File: src/shared/status_word_pkg.sv
// Constants and types shared by the status word and exception entry block
// Operation
// - Compact r0-r7, stack pointer, link, counter share wide r0-r7, r13, r14, r15.
// - Each exception mode has its own stack pointer, link and saved word.
// - One current status word and five saved status words.
// - Flags N, Z, C, V update from operations and gate conditional execution.
// - Wide state: every instruction conditional; compact state: only branch.
// - Low eight bits change on entry; software writes I, F and mode only when privileged, and T only in a saved word.
// - Set interrupt disable bits block normal and fast interrupts.
// - State bit one means compact state; it drives an external indicator.
// - Mode codes: user, fast, normal, supervisor, abort, undefined, system.
// - Only the seven listed mode codes count as valid.
// - User/system unbanked; fast banks r8-r14; others bank r13, r14.
// - Compact state reaches high registers only through special variants.
// - Wide-state entry saves counter plus four or eight in target link.
// - Compact-state undefined and trap entry adjusts saved link so one return works.
// - Entry copies current status word to the target mode's saved word.
// - Entry forces mode, loads vector, may set interrupt disables.
// - Loading the vector clears the state bit, back to wide state.
// - Return loads counter from link minus offset and restores status word.
// - Return restores interrupt disables through the status word copy.
package status_word_pkg;
  localparam int XLEN = 32;
  localparam int NUM_LOW = 8;
  localparam int NUM_HI = 5;
  localparam int NUM_BANK = 6;
  localparam int NUM_SAVED = 5;

  localparam logic [4:0] MODE_USER  = 5'h10;
  localparam logic [4:0] MODE_FAST  = 5'h11;
  localparam logic [4:0] MODE_NORM  = 5'h12;
  localparam logic [4:0] MODE_SUPV  = 5'h13;
  localparam logic [4:0] MODE_ABORT = 5'h17;
  localparam logic [4:0] MODE_UNDEF = 5'h1b;
  localparam logic [4:0] MODE_SYS   = 5'h1f;

  // Bank slots: 0 shared user/system, 1..5 one per exception mode
  localparam logic [2:0] BANK_USER  = 3'h0;
  localparam logic [2:0] BANK_FAST  = 3'h1;
  localparam logic [2:0] BANK_NORM  = 3'h2;
  localparam logic [2:0] BANK_SUPV  = 3'h3;
  localparam logic [2:0] BANK_ABORT = 3'h4;
  localparam logic [2:0] BANK_UNDEF = 3'h5;

  localparam logic [3:0] IDX_HI_FIRST = 4'h8;
  localparam logic [3:0] IDX_HI_LAST  = 4'hc;
  localparam logic [3:0] IDX_STACK    = 4'hd;
  localparam logic [3:0] IDX_LINK     = 4'he;
  localparam logic [3:0] IDX_PC       = 4'hf;

  // Status word bit positions
  localparam int BIT_N = 31;
  localparam int BIT_Z = 30;
  localparam int BIT_C = 29;
  localparam int BIT_V = 28;
  localparam int BIT_I = 7;
  localparam int BIT_F = 6;
  localparam int BIT_T = 5;
  localparam int MODE_MSB = 4;

  localparam logic [XLEN-1:0] OFS_0 = 32'h0000_0000;
  localparam logic [XLEN-1:0] OFS_2 = 32'h0000_0002;
  localparam logic [XLEN-1:0] OFS_4 = 32'h0000_0004;
  localparam logic [XLEN-1:0] OFS_8 = 32'h0000_0008;

  localparam logic [XLEN-1:0] VEC_UNDEF = 32'h0000_0004;
  localparam logic [XLEN-1:0] VEC_TRAP  = 32'h0000_0008;
  localparam logic [XLEN-1:0] VEC_PABT  = 32'h0000_000c;
  localparam logic [XLEN-1:0] VEC_DABT  = 32'h0000_0010;
  localparam logic [XLEN-1:0] VEC_NORM  = 32'h0000_0018;
  localparam logic [XLEN-1:0] VEC_FAST  = 32'h0000_001c;
  localparam logic [XLEN-1:0] RESET_PC  = 32'h0000_0000;

  typedef enum logic [2:0] {
    EXC_UNDEF         = 3'h0,
    EXC_SOFTWARE_TRAP = 3'h1,
    EXC_PABT          = 3'h2,
    EXC_DABT          = 3'h3,
    EXC_NORM_INT      = 3'h4,
    EXC_FAST_INT      = 3'h5
  } exc_t;

  typedef enum logic [3:0] {
    CC_EQ = 4'h0, CC_NE = 4'h1, CC_CS = 4'h2, CC_CC = 4'h3,
    CC_MI = 4'h4, CC_PL = 4'h5, CC_VS = 4'h6, CC_VC = 4'h7,
    CC_HI = 4'h8, CC_LS = 4'h9, CC_GE = 4'ha, CC_LT = 4'hb,
    CC_GT = 4'hc, CC_LE = 4'hd, CC_AL = 4'he, CC_NV = 4'hf
  } cond_t;

  typedef struct packed {
    logic [3:0] nzcv;
    logic       irq_off;
    logic       fiq_off;
    logic       compact;
    logic [4:0] mode;
  } psr_t;

  localparam psr_t RESET_PSR = '{nzcv: 4'h0, irq_off: 1'b1, fiq_off: 1'b1,
                                 compact: 1'b0, mode: MODE_SUPV};

  typedef struct packed {
    logic       req;
    exc_t       kind;
  } exc_cmd_t;

  typedef struct packed {
    logic [7:0][XLEN-1:0]  low;
    logic [4:0][XLEN-1:0]  hi_user;
    logic [4:0][XLEN-1:0]  hi_fast;
    logic [5:0][XLEN-1:0]  stack;
    logic [5:0][XLEN-1:0]  link;
    logic [XLEN-1:0]       pc;
    psr_t                  current_status_word;
    psr_t [4:0]            saved_status_word;
    logic [XLEN-1:0]       rd_data;
    logic                  cond_pass;
    logic                  irq_go;
    logic                  fiq_go;
    logic                  mode_ok;
    logic                  priv;
  } state_t;
endpackage : status_word_pkg

File: src/verilog/status_word_exception_entry.sv
// Status words, banked registers and exception entry and return
`timescale 1ns/100ps
`default_nettype none
module status_word_exception_entry (
  input  wire logic                              CORE_CLK,       // Core clock
  input  wire logic                              RSTN,           // Async reset, low
  input  wire logic [3:0]                        RD_IDX,         // Read register number
  input  wire logic [3:0]                        WR_IDX,         // Write register number
  input  wire logic                              WR_EN,          // Register write strobe
  input  wire logic [status_word_pkg::XLEN-1:0]  WR_DATA,        // Register write data
  input  wire logic                              HI_VARIANT,     // Special high access
  input  wire logic                              FLAG_WE,        // Update flags
  input  wire logic [3:0]                        FLAG_IN,        // New N Z C V
  input  wire logic [3:0]                        COND,           // Instruction condition
  input  wire logic                              IS_BRANCH,      // Instruction is branch
  input  wire logic                              PSR_WE,         // Status word write
  input  wire logic                              PSR_SAVED,      // Target saved word
  input  wire logic [status_word_pkg::XLEN-1:0]  PSR_DATA,       // Status write data
  input  wire logic                              PC_WE,          // Counter load
  input  wire logic [status_word_pkg::XLEN-1:0]  PC_IN,          // Counter value
  input  wire status_word_pkg::exc_cmd_t         EXC_ENTRY,      // Exception entry
  input  wire status_word_pkg::exc_cmd_t         EXC_RETURN,     // Exception return
  input  wire logic [status_word_pkg::XLEN-1:0]  VEC_BASE,       // Vector table base
  input  wire logic                              IRQ_REQ,        // Normal interrupt
  input  wire logic                              FIQ_REQ,        // Fast interrupt
  output logic [status_word_pkg::XLEN-1:0]       RD_DATA,        // Read data, one cycle
  output logic [status_word_pkg::XLEN-1:0]       PC_OUT,         // Program counter
  output logic [status_word_pkg::XLEN-1:0]       CURRENT_STATUS_WORD_OUT,       // Current word view
  output logic                                   STATE_INDICATOR, // Compact state
  output logic                                   COND_PASS,      // Instruction executes
  output logic                                   IRQ_GO,         // Unmasked normal int
  output logic                                   FIQ_GO,         // Unmasked fast int
  output logic                                   MODE_VALID,     // Mode code is legal
  output logic                                   PRIVILEGED      // Not user mode
);
  status_word_pkg::state_t s_q;
  status_word_pkg::state_t s_d;

  function automatic logic [2:0] bank_of(input logic [4:0] m);
    unique case (m)
      status_word_pkg::MODE_FAST:  bank_of = status_word_pkg::BANK_FAST;
      status_word_pkg::MODE_NORM:  bank_of = status_word_pkg::BANK_NORM;
      status_word_pkg::MODE_SUPV:  bank_of = status_word_pkg::BANK_SUPV;
      status_word_pkg::MODE_ABORT: bank_of = status_word_pkg::BANK_ABORT;
      status_word_pkg::MODE_UNDEF: bank_of = status_word_pkg::BANK_UNDEF;
      // Unlisted codes fall back to the shared user bank
      default:                     bank_of = status_word_pkg::BANK_USER;
    endcase
  endfunction : bank_of

  function automatic logic legal_mode(input logic [4:0] m);
    unique case (m)
      status_word_pkg::MODE_USER, status_word_pkg::MODE_FAST,
      status_word_pkg::MODE_NORM, status_word_pkg::MODE_SUPV,
      status_word_pkg::MODE_ABORT, status_word_pkg::MODE_UNDEF,
      status_word_pkg::MODE_SYS: legal_mode = 1'b1;
      default:                   legal_mode = 1'b0;
    endcase
  endfunction : legal_mode

  function automatic logic cond_ok(input logic [3:0] c, input logic [3:0] f);
    logic n;
    logic z;
    logic cy;
    logic v;

    {n, z, cy, v} = f;
    unique case (status_word_pkg::cond_t'(c))
      status_word_pkg::CC_EQ: cond_ok = z;
      status_word_pkg::CC_NE: cond_ok = !z;
      status_word_pkg::CC_CS: cond_ok = cy;
      status_word_pkg::CC_CC: cond_ok = !cy;
      status_word_pkg::CC_MI: cond_ok = n;
      status_word_pkg::CC_PL: cond_ok = !n;
      status_word_pkg::CC_VS: cond_ok = v;
      status_word_pkg::CC_VC: cond_ok = !v;
      status_word_pkg::CC_HI: cond_ok = cy && !z;
      status_word_pkg::CC_LS: cond_ok = !cy || z;
      status_word_pkg::CC_GE: cond_ok = n == v;
      status_word_pkg::CC_LT: cond_ok = n != v;
      status_word_pkg::CC_GT: cond_ok = !z && (n == v);
      status_word_pkg::CC_LE: cond_ok = z || (n != v);
      status_word_pkg::CC_AL: cond_ok = 1'b1;
      status_word_pkg::CC_NV: cond_ok = 1'b0;
    endcase
  endfunction : cond_ok

  function automatic logic [31:0] psr_word(input status_word_pkg::psr_t p);
    psr_word = '0;
    psr_word[status_word_pkg::BIT_N:status_word_pkg::BIT_V] = p.nzcv;
    psr_word[status_word_pkg::BIT_I] = p.irq_off;
    psr_word[status_word_pkg::BIT_F] = p.fiq_off;
    psr_word[status_word_pkg::BIT_T] = p.compact;
    psr_word[status_word_pkg::MODE_MSB:0] = p.mode;
  endfunction : psr_word

  // Read view of one register under the current mode's banking
  function automatic logic [31:0] read_reg(input status_word_pkg::state_t st,
                                           input logic [3:0] idx, input logic [2:0] bk);
    logic [2:0] hi;
    hi = 3'(idx - status_word_pkg::IDX_HI_FIRST);
    if (idx < status_word_pkg::IDX_HI_FIRST)
      read_reg = st.low[idx[2:0]];
    else if (idx <= status_word_pkg::IDX_HI_LAST)
      read_reg = (bk == status_word_pkg::BANK_FAST) ? st.hi_fast[hi] : st.hi_user[hi];
    else if (idx == status_word_pkg::IDX_STACK)
      read_reg = st.stack[bk];
    else if (idx == status_word_pkg::IDX_LINK)
      read_reg = st.link[bk];
    else
      read_reg = st.pc;
  endfunction : read_reg

  logic [2:0]                         bank;
  logic [2:0]                         tgt_bank;
  logic [4:0]                         tgt_mode;
  logic [31:0]                        vec_ofs;
  logic [31:0]                        link_ofs;
  logic [31:0]                        ret_ofs;
  logic [2:0]                         hi_w;
  logic                               hi_blocked_rd;
  logic                               hi_blocked_wr;
  status_word_pkg::psr_t              new_psr;

  always_comb
  begin
    s_d = s_q;
    bank = bank_of(s_q.current_status_word.mode);
    hi_w = 3'(WR_IDX - status_word_pkg::IDX_HI_FIRST);
    new_psr = s_q.current_status_word;
    tgt_mode = status_word_pkg::MODE_UNDEF;
    vec_ofs = status_word_pkg::VEC_UNDEF;
    link_ofs = status_word_pkg::OFS_4;
    ret_ofs = status_word_pkg::OFS_0;

    // High registers in compact state only through the special variants
    hi_blocked_rd = s_q.current_status_word.compact && !HI_VARIANT &&
                    RD_IDX >= status_word_pkg::IDX_HI_FIRST &&
                    RD_IDX <= status_word_pkg::IDX_HI_LAST;
    hi_blocked_wr = s_q.current_status_word.compact && !HI_VARIANT &&
                    WR_IDX >= status_word_pkg::IDX_HI_FIRST &&
                    WR_IDX <= status_word_pkg::IDX_HI_LAST;

    unique case (EXC_ENTRY.kind)
      status_word_pkg::EXC_UNDEF:
      begin
        tgt_mode = status_word_pkg::MODE_UNDEF;
        vec_ofs = status_word_pkg::VEC_UNDEF;
        link_ofs = s_q.current_status_word.compact ? status_word_pkg::OFS_2 : status_word_pkg::OFS_4;
      end
      status_word_pkg::EXC_SOFTWARE_TRAP:
      begin
        tgt_mode = status_word_pkg::MODE_SUPV;
        vec_ofs = status_word_pkg::VEC_TRAP;
        link_ofs = s_q.current_status_word.compact ? status_word_pkg::OFS_2 : status_word_pkg::OFS_4;
      end
      status_word_pkg::EXC_PABT:
      begin
        tgt_mode = status_word_pkg::MODE_ABORT;
        vec_ofs = status_word_pkg::VEC_PABT;
      end
      status_word_pkg::EXC_DABT:
      begin
        tgt_mode = status_word_pkg::MODE_ABORT;
        vec_ofs = status_word_pkg::VEC_DABT;
        link_ofs = status_word_pkg::OFS_8;
      end
      status_word_pkg::EXC_NORM_INT:
      begin
        tgt_mode = status_word_pkg::MODE_NORM;
        vec_ofs = status_word_pkg::VEC_NORM;
      end
      status_word_pkg::EXC_FAST_INT:
      begin
        tgt_mode = status_word_pkg::MODE_FAST;
        vec_ofs = status_word_pkg::VEC_FAST;
      end
      default:
      begin
        tgt_mode = status_word_pkg::MODE_UNDEF;
        vec_ofs = status_word_pkg::VEC_UNDEF;
      end
    endcase

    tgt_bank = bank_of(tgt_mode);

    unique case (EXC_RETURN.kind)
      status_word_pkg::EXC_PABT,
      status_word_pkg::EXC_NORM_INT,
      status_word_pkg::EXC_FAST_INT: ret_ofs = status_word_pkg::OFS_4;
      status_word_pkg::EXC_DABT:     ret_ofs = status_word_pkg::OFS_8;
      default:                       ret_ofs = status_word_pkg::OFS_0;
    endcase

    // Ordinary register write
    if (WR_EN && !hi_blocked_wr)
    begin
      if (WR_IDX < status_word_pkg::IDX_HI_FIRST)
        s_d.low[WR_IDX[2:0]] = WR_DATA;
      else if (WR_IDX <= status_word_pkg::IDX_HI_LAST)
      begin
        if (bank == status_word_pkg::BANK_FAST)
          s_d.hi_fast[hi_w] = WR_DATA;
        else
          s_d.hi_user[hi_w] = WR_DATA;
      end
      else if (WR_IDX == status_word_pkg::IDX_STACK)
        s_d.stack[bank] = WR_DATA;
      else if (WR_IDX == status_word_pkg::IDX_LINK)
        s_d.link[bank] = WR_DATA;
      else
        s_d.pc = WR_DATA;
    end

    // Counter load beats a write to r15 in the same cycle
    if (PC_WE)
      s_d.pc = PC_IN;

    if (FLAG_WE)
      new_psr.nzcv = FLAG_IN;

    // State bit is not taken from a current word write, so it is kept as stored
    if (PSR_WE && !PSR_SAVED)
    begin
      new_psr.nzcv = PSR_DATA[status_word_pkg::BIT_N:status_word_pkg::BIT_V];
      if (s_q.priv)
      begin
        new_psr.irq_off = PSR_DATA[status_word_pkg::BIT_I];
        new_psr.fiq_off = PSR_DATA[status_word_pkg::BIT_F];
        new_psr.mode = PSR_DATA[status_word_pkg::MODE_MSB:0];
      end
    end

    // No saved word in user or system mode, so such a write is dropped
    if (PSR_WE && PSR_SAVED && bank != status_word_pkg::BANK_USER)
    begin
      s_d.saved_status_word[3'(bank - 3'h1)] = '{nzcv: PSR_DATA[status_word_pkg::BIT_N:status_word_pkg::BIT_V],
                                 irq_off: PSR_DATA[status_word_pkg::BIT_I],
                                 fiq_off: PSR_DATA[status_word_pkg::BIT_F],
                                 compact: PSR_DATA[status_word_pkg::BIT_T],
                                 mode: PSR_DATA[status_word_pkg::MODE_MSB:0]};
    end

    s_d.current_status_word = new_psr;

    // Return takes precedence over ordinary updates; user/system have no saved word
    if (EXC_RETURN.req && bank != status_word_pkg::BANK_USER)
    begin
      s_d.pc = s_q.link[bank] - ret_ofs;
      s_d.current_status_word = s_q.saved_status_word[3'(bank - 3'h1)];
    end

    // Entry wins for counter, link, saved word, mode, I and T bits; flags keep this cycle's other updates
    if (EXC_ENTRY.req)
    begin
      s_d.link[tgt_bank] = s_q.pc + link_ofs;
      s_d.saved_status_word[3'(tgt_bank - 3'h1)] = s_q.current_status_word;
      s_d.current_status_word.mode = tgt_mode;
      s_d.current_status_word.irq_off = 1'b1;
      if (EXC_ENTRY.kind == status_word_pkg::EXC_FAST_INT)
        s_d.current_status_word.fiq_off = 1'b1;
      s_d.current_status_word.compact = 1'b0;
      s_d.pc = VEC_BASE + vec_ofs;
    end

    s_d.rd_data = hi_blocked_rd ? '0 : read_reg(s_q, RD_IDX, bank);
    s_d.cond_pass = (s_q.current_status_word.compact && !IS_BRANCH) ? 1'b1
                                                     : cond_ok(COND, s_q.current_status_word.nzcv);

    // Masks use the word of this edge, so a mask write acts at once
    s_d.irq_go = IRQ_REQ && !s_d.current_status_word.irq_off;
    s_d.fiq_go = FIQ_REQ && !s_d.current_status_word.fiq_off;
    s_d.mode_ok = legal_mode(s_d.current_status_word.mode);
    s_d.priv = s_d.current_status_word.mode != status_word_pkg::MODE_USER;
  end

  always_ff @(posedge CORE_CLK or negedge RSTN)
  begin
    if (!RSTN)
    begin
      // Supervisor with both interrupts off, as a cold start needs
      s_q <= '0;
      s_q.pc <= status_word_pkg::RESET_PC;
      s_q.current_status_word <= status_word_pkg::RESET_PSR;
      s_q.mode_ok <= 1'b1;
      s_q.priv <= 1'b1;
    end
    else
      s_q <= s_d;
  end

  // Outputs are plain views of registered state
  assign RD_DATA = s_q.rd_data;
  assign PC_OUT = s_q.pc;
  assign CURRENT_STATUS_WORD_OUT = psr_word(s_q.current_status_word);
  assign STATE_INDICATOR = s_q.current_status_word.compact;
  assign COND_PASS = s_q.cond_pass;
  assign IRQ_GO = s_q.irq_go;
  assign FIQ_GO = s_q.fiq_go;
  assign MODE_VALID = s_q.mode_ok;
  assign PRIVILEGED = s_q.priv;
endmodule : status_word_exception_entry
`default_nettype wire

File: config.mk
export PLATFORM = sky130hd
export DESIGN_NAME = status_word_exception_entry
export DESIGN_NICKNAME = d
export VERILOG_FILES = /design/src/shared/status_word_pkg.sv /design/src/verilog/status_word_exception_entry.sv
export SDC_FILE = /design/constraint.sdc
export NUM_CORES = 2
export LEC_CHECK = 0
export BUFFER_PORTS_ARGS = -buffer_cell sky130_fd_sc_hd__buf_2
export CELL_PAD_IN_SITES_DETAIL_PLACEMENT = 1
export CELL_PAD_IN_SITES_GLOBAL_PLACEMENT = 2
export CORE_MARGIN = 4
export CORE_UTILIZATION = 46
export DETAILED_ROUTE_END_ITERATION = 8
export GPL_ROUTABILITY_DRIVEN = 0
export PLACE_DENSITY = 0.9
export SLEW_MARGIN = 20
export SYNTH_ARGS = -nofsm -noshare
export SYNTH_HDL_FRONTEND = slang
export SYNTH_SLANG_ARGS = --single-unit
File: constraint.sdc
create_clock -name CORE_CLK -period 6.2 [get_ports CORE_CLK]
set_input_delay 0.93 -clock CORE_CLK [delete_from_list [all_inputs] [get_ports CORE_CLK]]
set_output_delay 0.93 -clock CORE_CLK [all_outputs]
set_load 0.02 [all_outputs]
**After elaboration in Yosys (flattened, before gate mapping)**

Index checks and enable logic that the tools add are counted.
Widths: inputs -> output; s select.

- Register bits after elaboration: 1101
- Latch bits: 0
- RAM bits: 0
- Bits in read-only memories: 0
- Input port bits: 163
- Output and inout bits: 102
- Logic and storage cells: 263
- Memories kept: 0

- Add/subtract/negate cells: 7
- Multipliers: 0
- Div/mod/pow operators: 0
- $lt $le $gt $ge: 20
- Equality and inequality tests: 53
- Shift-type cells: 0
- Muxes and demuxes: 65
- Bitwise gates (word level): 3
- Reductions and logical operators: 48

Operators with widths:

| operator | count |
|---|---|
| $mux 224 | 5 |
| $bwmux 192 | 3 |
| $mux 32 | 17 |
| $bmux 32 s3 | 5 |
| $demux 32 s3 | 4 |
| $bwmux 160 | 2 |
| $bwmux 256 | 1 |
| $mux 192 | 1 |
| $bwmux 60 | 2 |
| $eq 5x5->1 const B | 17 |
| $demux 12 s3 | 2 |
| $mux 68 | 1 |
| $add 32x32->32 | 2 |
| $mux 60 | 1 |
| $eq 4x4->1 const B | 12 |
| $mux 44 | 1 |
| $bmux 12 s3 | 1 |
| $mux 12 | 3 |
| $lt 3x4->1 const B | 8 |
| $sub 32x32->32 | 1 |
| $pmux 3 s5 | 2 |
| $pmux 5 s5 | 1 |
| $logic_and 1x1->1 | 21 |
| $ge 3x1->1 const B | 6 |
| 37 further kinds | 77 |

**Logic depth before layout (Yosys ltp)**

- Depth in word-level cells: 19
- Depth in mapped cells: 20
- Gate-level depth less buffers: 16

**Least setup slack after synthesis**

OpenSTA, ideal clock, no wires.

- Kind: register to register
- Start: register s_q, in the netlist CURRENT_STATUS_WORD_OUT[3]
- End: register s_q, in the netlist PC_OUT[20]
- Setup time: 0.120 ns
- Data arrival time: 3.884 ns
- Required time: 6.080 ns
- Slack: 2.196 ns
- Stages on the path, launching flop included: 19
- Path buffers: 7
- Period minus slack after synthesis: 4.004 ns
- Cells stage by stage: dfrtp_1 buf_6 and4bb_2 buf_2 clkbuf_1 buf_2 buf_2 clkbuf_1 a32oi_1 o21ai_0 ha_1 inv_1 fa_1 a211oi_2 nand3_2 nor4_2 buf_2 nand4_1 and3_1

- Word-level cells in the longest chain between the ends: 7

Ends and longest elaborated chain:

| element | RTL line | text |
|---|---|---|
| start: declaration | status_word_exception_entry.sv:36 | `status_word_pkg::state_t s_q;` |
| $eq 5x5->1 | status_word_exception_entry.sv:40 | `unique case (m)` |
| $pmux 3 s5 (*) | status_word_exception_entry.sv:40 |  |
| $bmux 32 s3 | status_word_exception_entry.sv:249 | `s_d.pc = s_q.link[bank] - ret_ofs;` |
| $mux 32 (implied by the code) | status_word_exception_entry.sv:249 |  |
| $sub 32x32->32 | status_word_exception_entry.sv:249 |  |
| $mux 44 | status_word_exception_entry.sv:247 | `if (EXC_RETURN.req && bank != status_word_pkg::BANK_USER)` |
| $mux 224 | status_word_exception_entry.sv:254 | `if (EXC_ENTRY.req)` |

Every way passes the cells marked *; elsewhere a longest branch is shown, timed or not. The select of a mux whose other input is x is not followed.
A chain may end at the register's enable or synchronous reset.

==> reports/qor.yml <==
die_h_microns: 356
crit_buf_inv: 3
die_w_microns: 356
ir_drop_v: 0.000369
clk_pin_slew_ns: 0.06
netlist_instances: 4722
r2r-start: "CURRENT_STATUS_WORD_OUT[3]"
clk_latency_ns: 0.74
ios: 265
start_kind: "flop"
ys_seq_area_share_pct: 49.4
relSlewSlack_pct: 23.5
synthToLayoutAreaGrowth_pct: 10.5
placedCellCount: 6127
worst_pin_slew_ns: 1.15
drtIter0Drc: 3863
finClkSkew_ns: 0.0297
setup_viol_count_final: 0
critPathRequiredTime_ns: 6.79
initial_core_util_pct: 46.4
holdWs_ns: 0.243
min_path_type: "in -> async"
grt_max_degree: 172
finalWirelength_microns: 190000
cts_root_buf: "clkbuf_16"
synth_edf_count: 0
met2_usage_pct: 48.7
row_count: 127
yosysTopAreaCellShare_pct: 49.1
synth_compound_area_share_pct: 10.4
timing.final.crit_share_pct: 79.8
crit_arrival_ns: 5.54
slew_viol_final: 0
cts_tree: "done"
muxShareOfSynthArea_pct: 26.8
drv_cap: 0
wire_per_inst_microns: 29.9
clockBufferDepth: 3
p_leak_uw: 0.0273
period_minus_slack_ns: 4.95
syn_area_per_cell_sq_um: 11.8
synth_top_cell_by_area: "dfrtp_1"
synthXorXnorAreaFrac_pct: 1.19
ys.warnings.count: 0
worstSetupPathType: "reg -> reg"
slowest_stage: "nand3_1"
place_hpwl_microns: 116000
path_delay_family: "simple AND/OR/NAND/NOR gates"
critical_path.cell_chain: "nand2b_1 -> buf_4 -> nand2_4 -> buf_12 -> ha_1 -> inv_1 -> and3_1 -> nor3_4 -> nand3_1 -> mux2i_1 -> a21oi_1"
vias_per_cell: 6.38
use_met1_pct: 39.2
synth_top_flop_cell: "dfrtp_1"
dieArea_sq_mm: 0.127
slowest_delay_ns: 0.96
drt-pass1-iter-count: 5
mostFrequentLayoutCells: "dfrtp_1 (1,094), mux2_2 (798), nand2_1 (337), mux2i_1 (308), a21oi_1 (223)"
drive_gt1_share_pct: 32.4
synth_fa_ha_area_share_pct: 0.444
nets: 4819
crit_fanout: 72
grt_pass1_vias: 43700
rsz0062_at_grt: "false"
synthSimpleGateAreaFrac_pct: 7.04
numCtsBuffers: 118
htree_levels: 3
antenna_left: 0
final_common_cell: "dfrtp_1"
ys_ff_latch: 1101
postCtsSetupBuffers: 0
startpoint: "CURRENT_STATUS_WORD_OUT[3]"
antenna_found_initial: 18
stdcell_count: 6354
top_usage_layer: "met2"
grt_pass1_wl_microns: 285000
cts_resized: 0
fmax_ghz: 0.202
final.fill_count: 12300
grt_use_total_pct: 29.6
async_flop_share_pct: 100
hold_violations: 0
num_vias: 40500
synth_cell_types: 87
synth_area_leaders: "dfrtp_1 (49%), mux2_2 (16%), mux2i_1 (5.5%), mux4_2 (5.2%), nand2_1 (2.3%)"
cts_sinks: 1101
synthesis.area_sq_mm: 0.0558
power_density_mw_per_mm2: 485
use_met3_pct: 4.62
finalSetupTns_ns: 0
ctsHoldBuffers: 0
status: "finished clean"
design.core.area_sq_mm: 0.120
portBuffers: 224
synth_top_family_by_area: "multiplexers"
endpoint_kind: "flop"
drc: 0
overflow: 0
-- cells in the mapped netlist (73+ instances only) --
library cell,count
clkbuf_1,321
a221oi_1,98
a211oi_1,73
mux2i_1,308
nor2_1,220
mux4_2,128
o21ai_0,198
a21oi_1,223
buf_1,76
dfrtp_1,1094
buf_4,101
mux2_2,798
nand2_1,349
-- path summary, 6_finish.rpt --
kind / cells after the start / slack [ns] / to
worst min register to register: 1 / 0.50 / s_q[1071]
min in group CORE_CLK: 3 / 0.41 / FIQ_GO
worst min-delay path: 1 / 0.24 / s_q[59]
worst max register to register: 11 / 1.25 / s_q[82]
worst max-delay path: 11 / 1.25 / s_q[82]
max in group asynchronous: 2 / 4.36 / RD_DATA[11]
-- through the flow --
| stage | util (%) | total power (uW) | worst slack (ns) | instance area [sq um] |
|---|---|---|---|---|
| global placement | 47.9 | 21700 | 1.41 | 57600 |
| finish | 51.3 | 29900 | 1.25 | 61700 |
| global route | 51.3 | 31300 | 1.05 | 61700 |
| CTS | 51.3 | 29800 | 1.30 | 61600 |
| floorplan | - | 18800 | 2.20 | 55900 |
| detailed placement | 48.0 | 22300 | 1.33 | 57600 |
-- worst register-to-register path, cell delays in order, from the launching register on --
cell and delay (ns):
dfrtp_1 0.82, nand2b_1 0.12, buf_4 0.26, nand2_4 0.41
buf_12 0.47, ha_1 0.32, inv_1 0.05, and3_1 0.23
nor3_4 0.62, nand3_1 0.97, mux2i_1 0.44, a21oi_1 0.10
-- layout make-up --
cell class,instances,area (sq um),share of cell area [%]
sequential,1101,27600,44.7
multi-input combinational,3066,25900,42.1
clock buffer,182,3470,5.63
timing repair buffer,326,2070,3.36
tap,1612,2020,3.27
clock inverter,34,488,0.791
inverter,25,98.8,0.160
antenna,8,20.0,0.0325
-- sequential cells by signal, summed over array words and instances, names as in the netlist --
| name | cells |
|---|---|
| IRQ_GO | 1 |
| STATE_INDICATOR | 1 |
| RD_DATA | 32 |
| PC_OUT | 32 |
| CURRENT_STATUS_WORD_OUT | 11 |
| COND_PASS | 1 |
| PRIVILEGED | 1 |
| FIQ_GO | 1 |
| MODE_VALID | 1 |
| s_q | 1020 |
-- layer usage --
metal  wire (microns)  share of wire, %  up-vias
li1                 -                 -    17000
met1            79300                42    21700
met2            91200                48     1485
met3            11700               6.2      380
met4             7910               4.2        8
met5               46             0.024        -
-- power by group --
group | internal [uW] | switching [uW] | total [uW]
combinational | 4550 | 6450 | 11000
clock | 4190 | 3080 | 7270
sequential | 9820 | 1810 | 11600
-- kinds of logic (layout without fill, tap and decap cells) --
kind of cell,after synthesis,after routing
AOI/OAI and AO/OA,857,857
and+or+nand+nor,860,860
other,1,28
buffers and inverters,574,567
xor gates and xnor gates,76,76
muxes,1235,1235
DFF,1101,1101
adders and majority gates,18,18
Power figures use the tool's default switching activity.
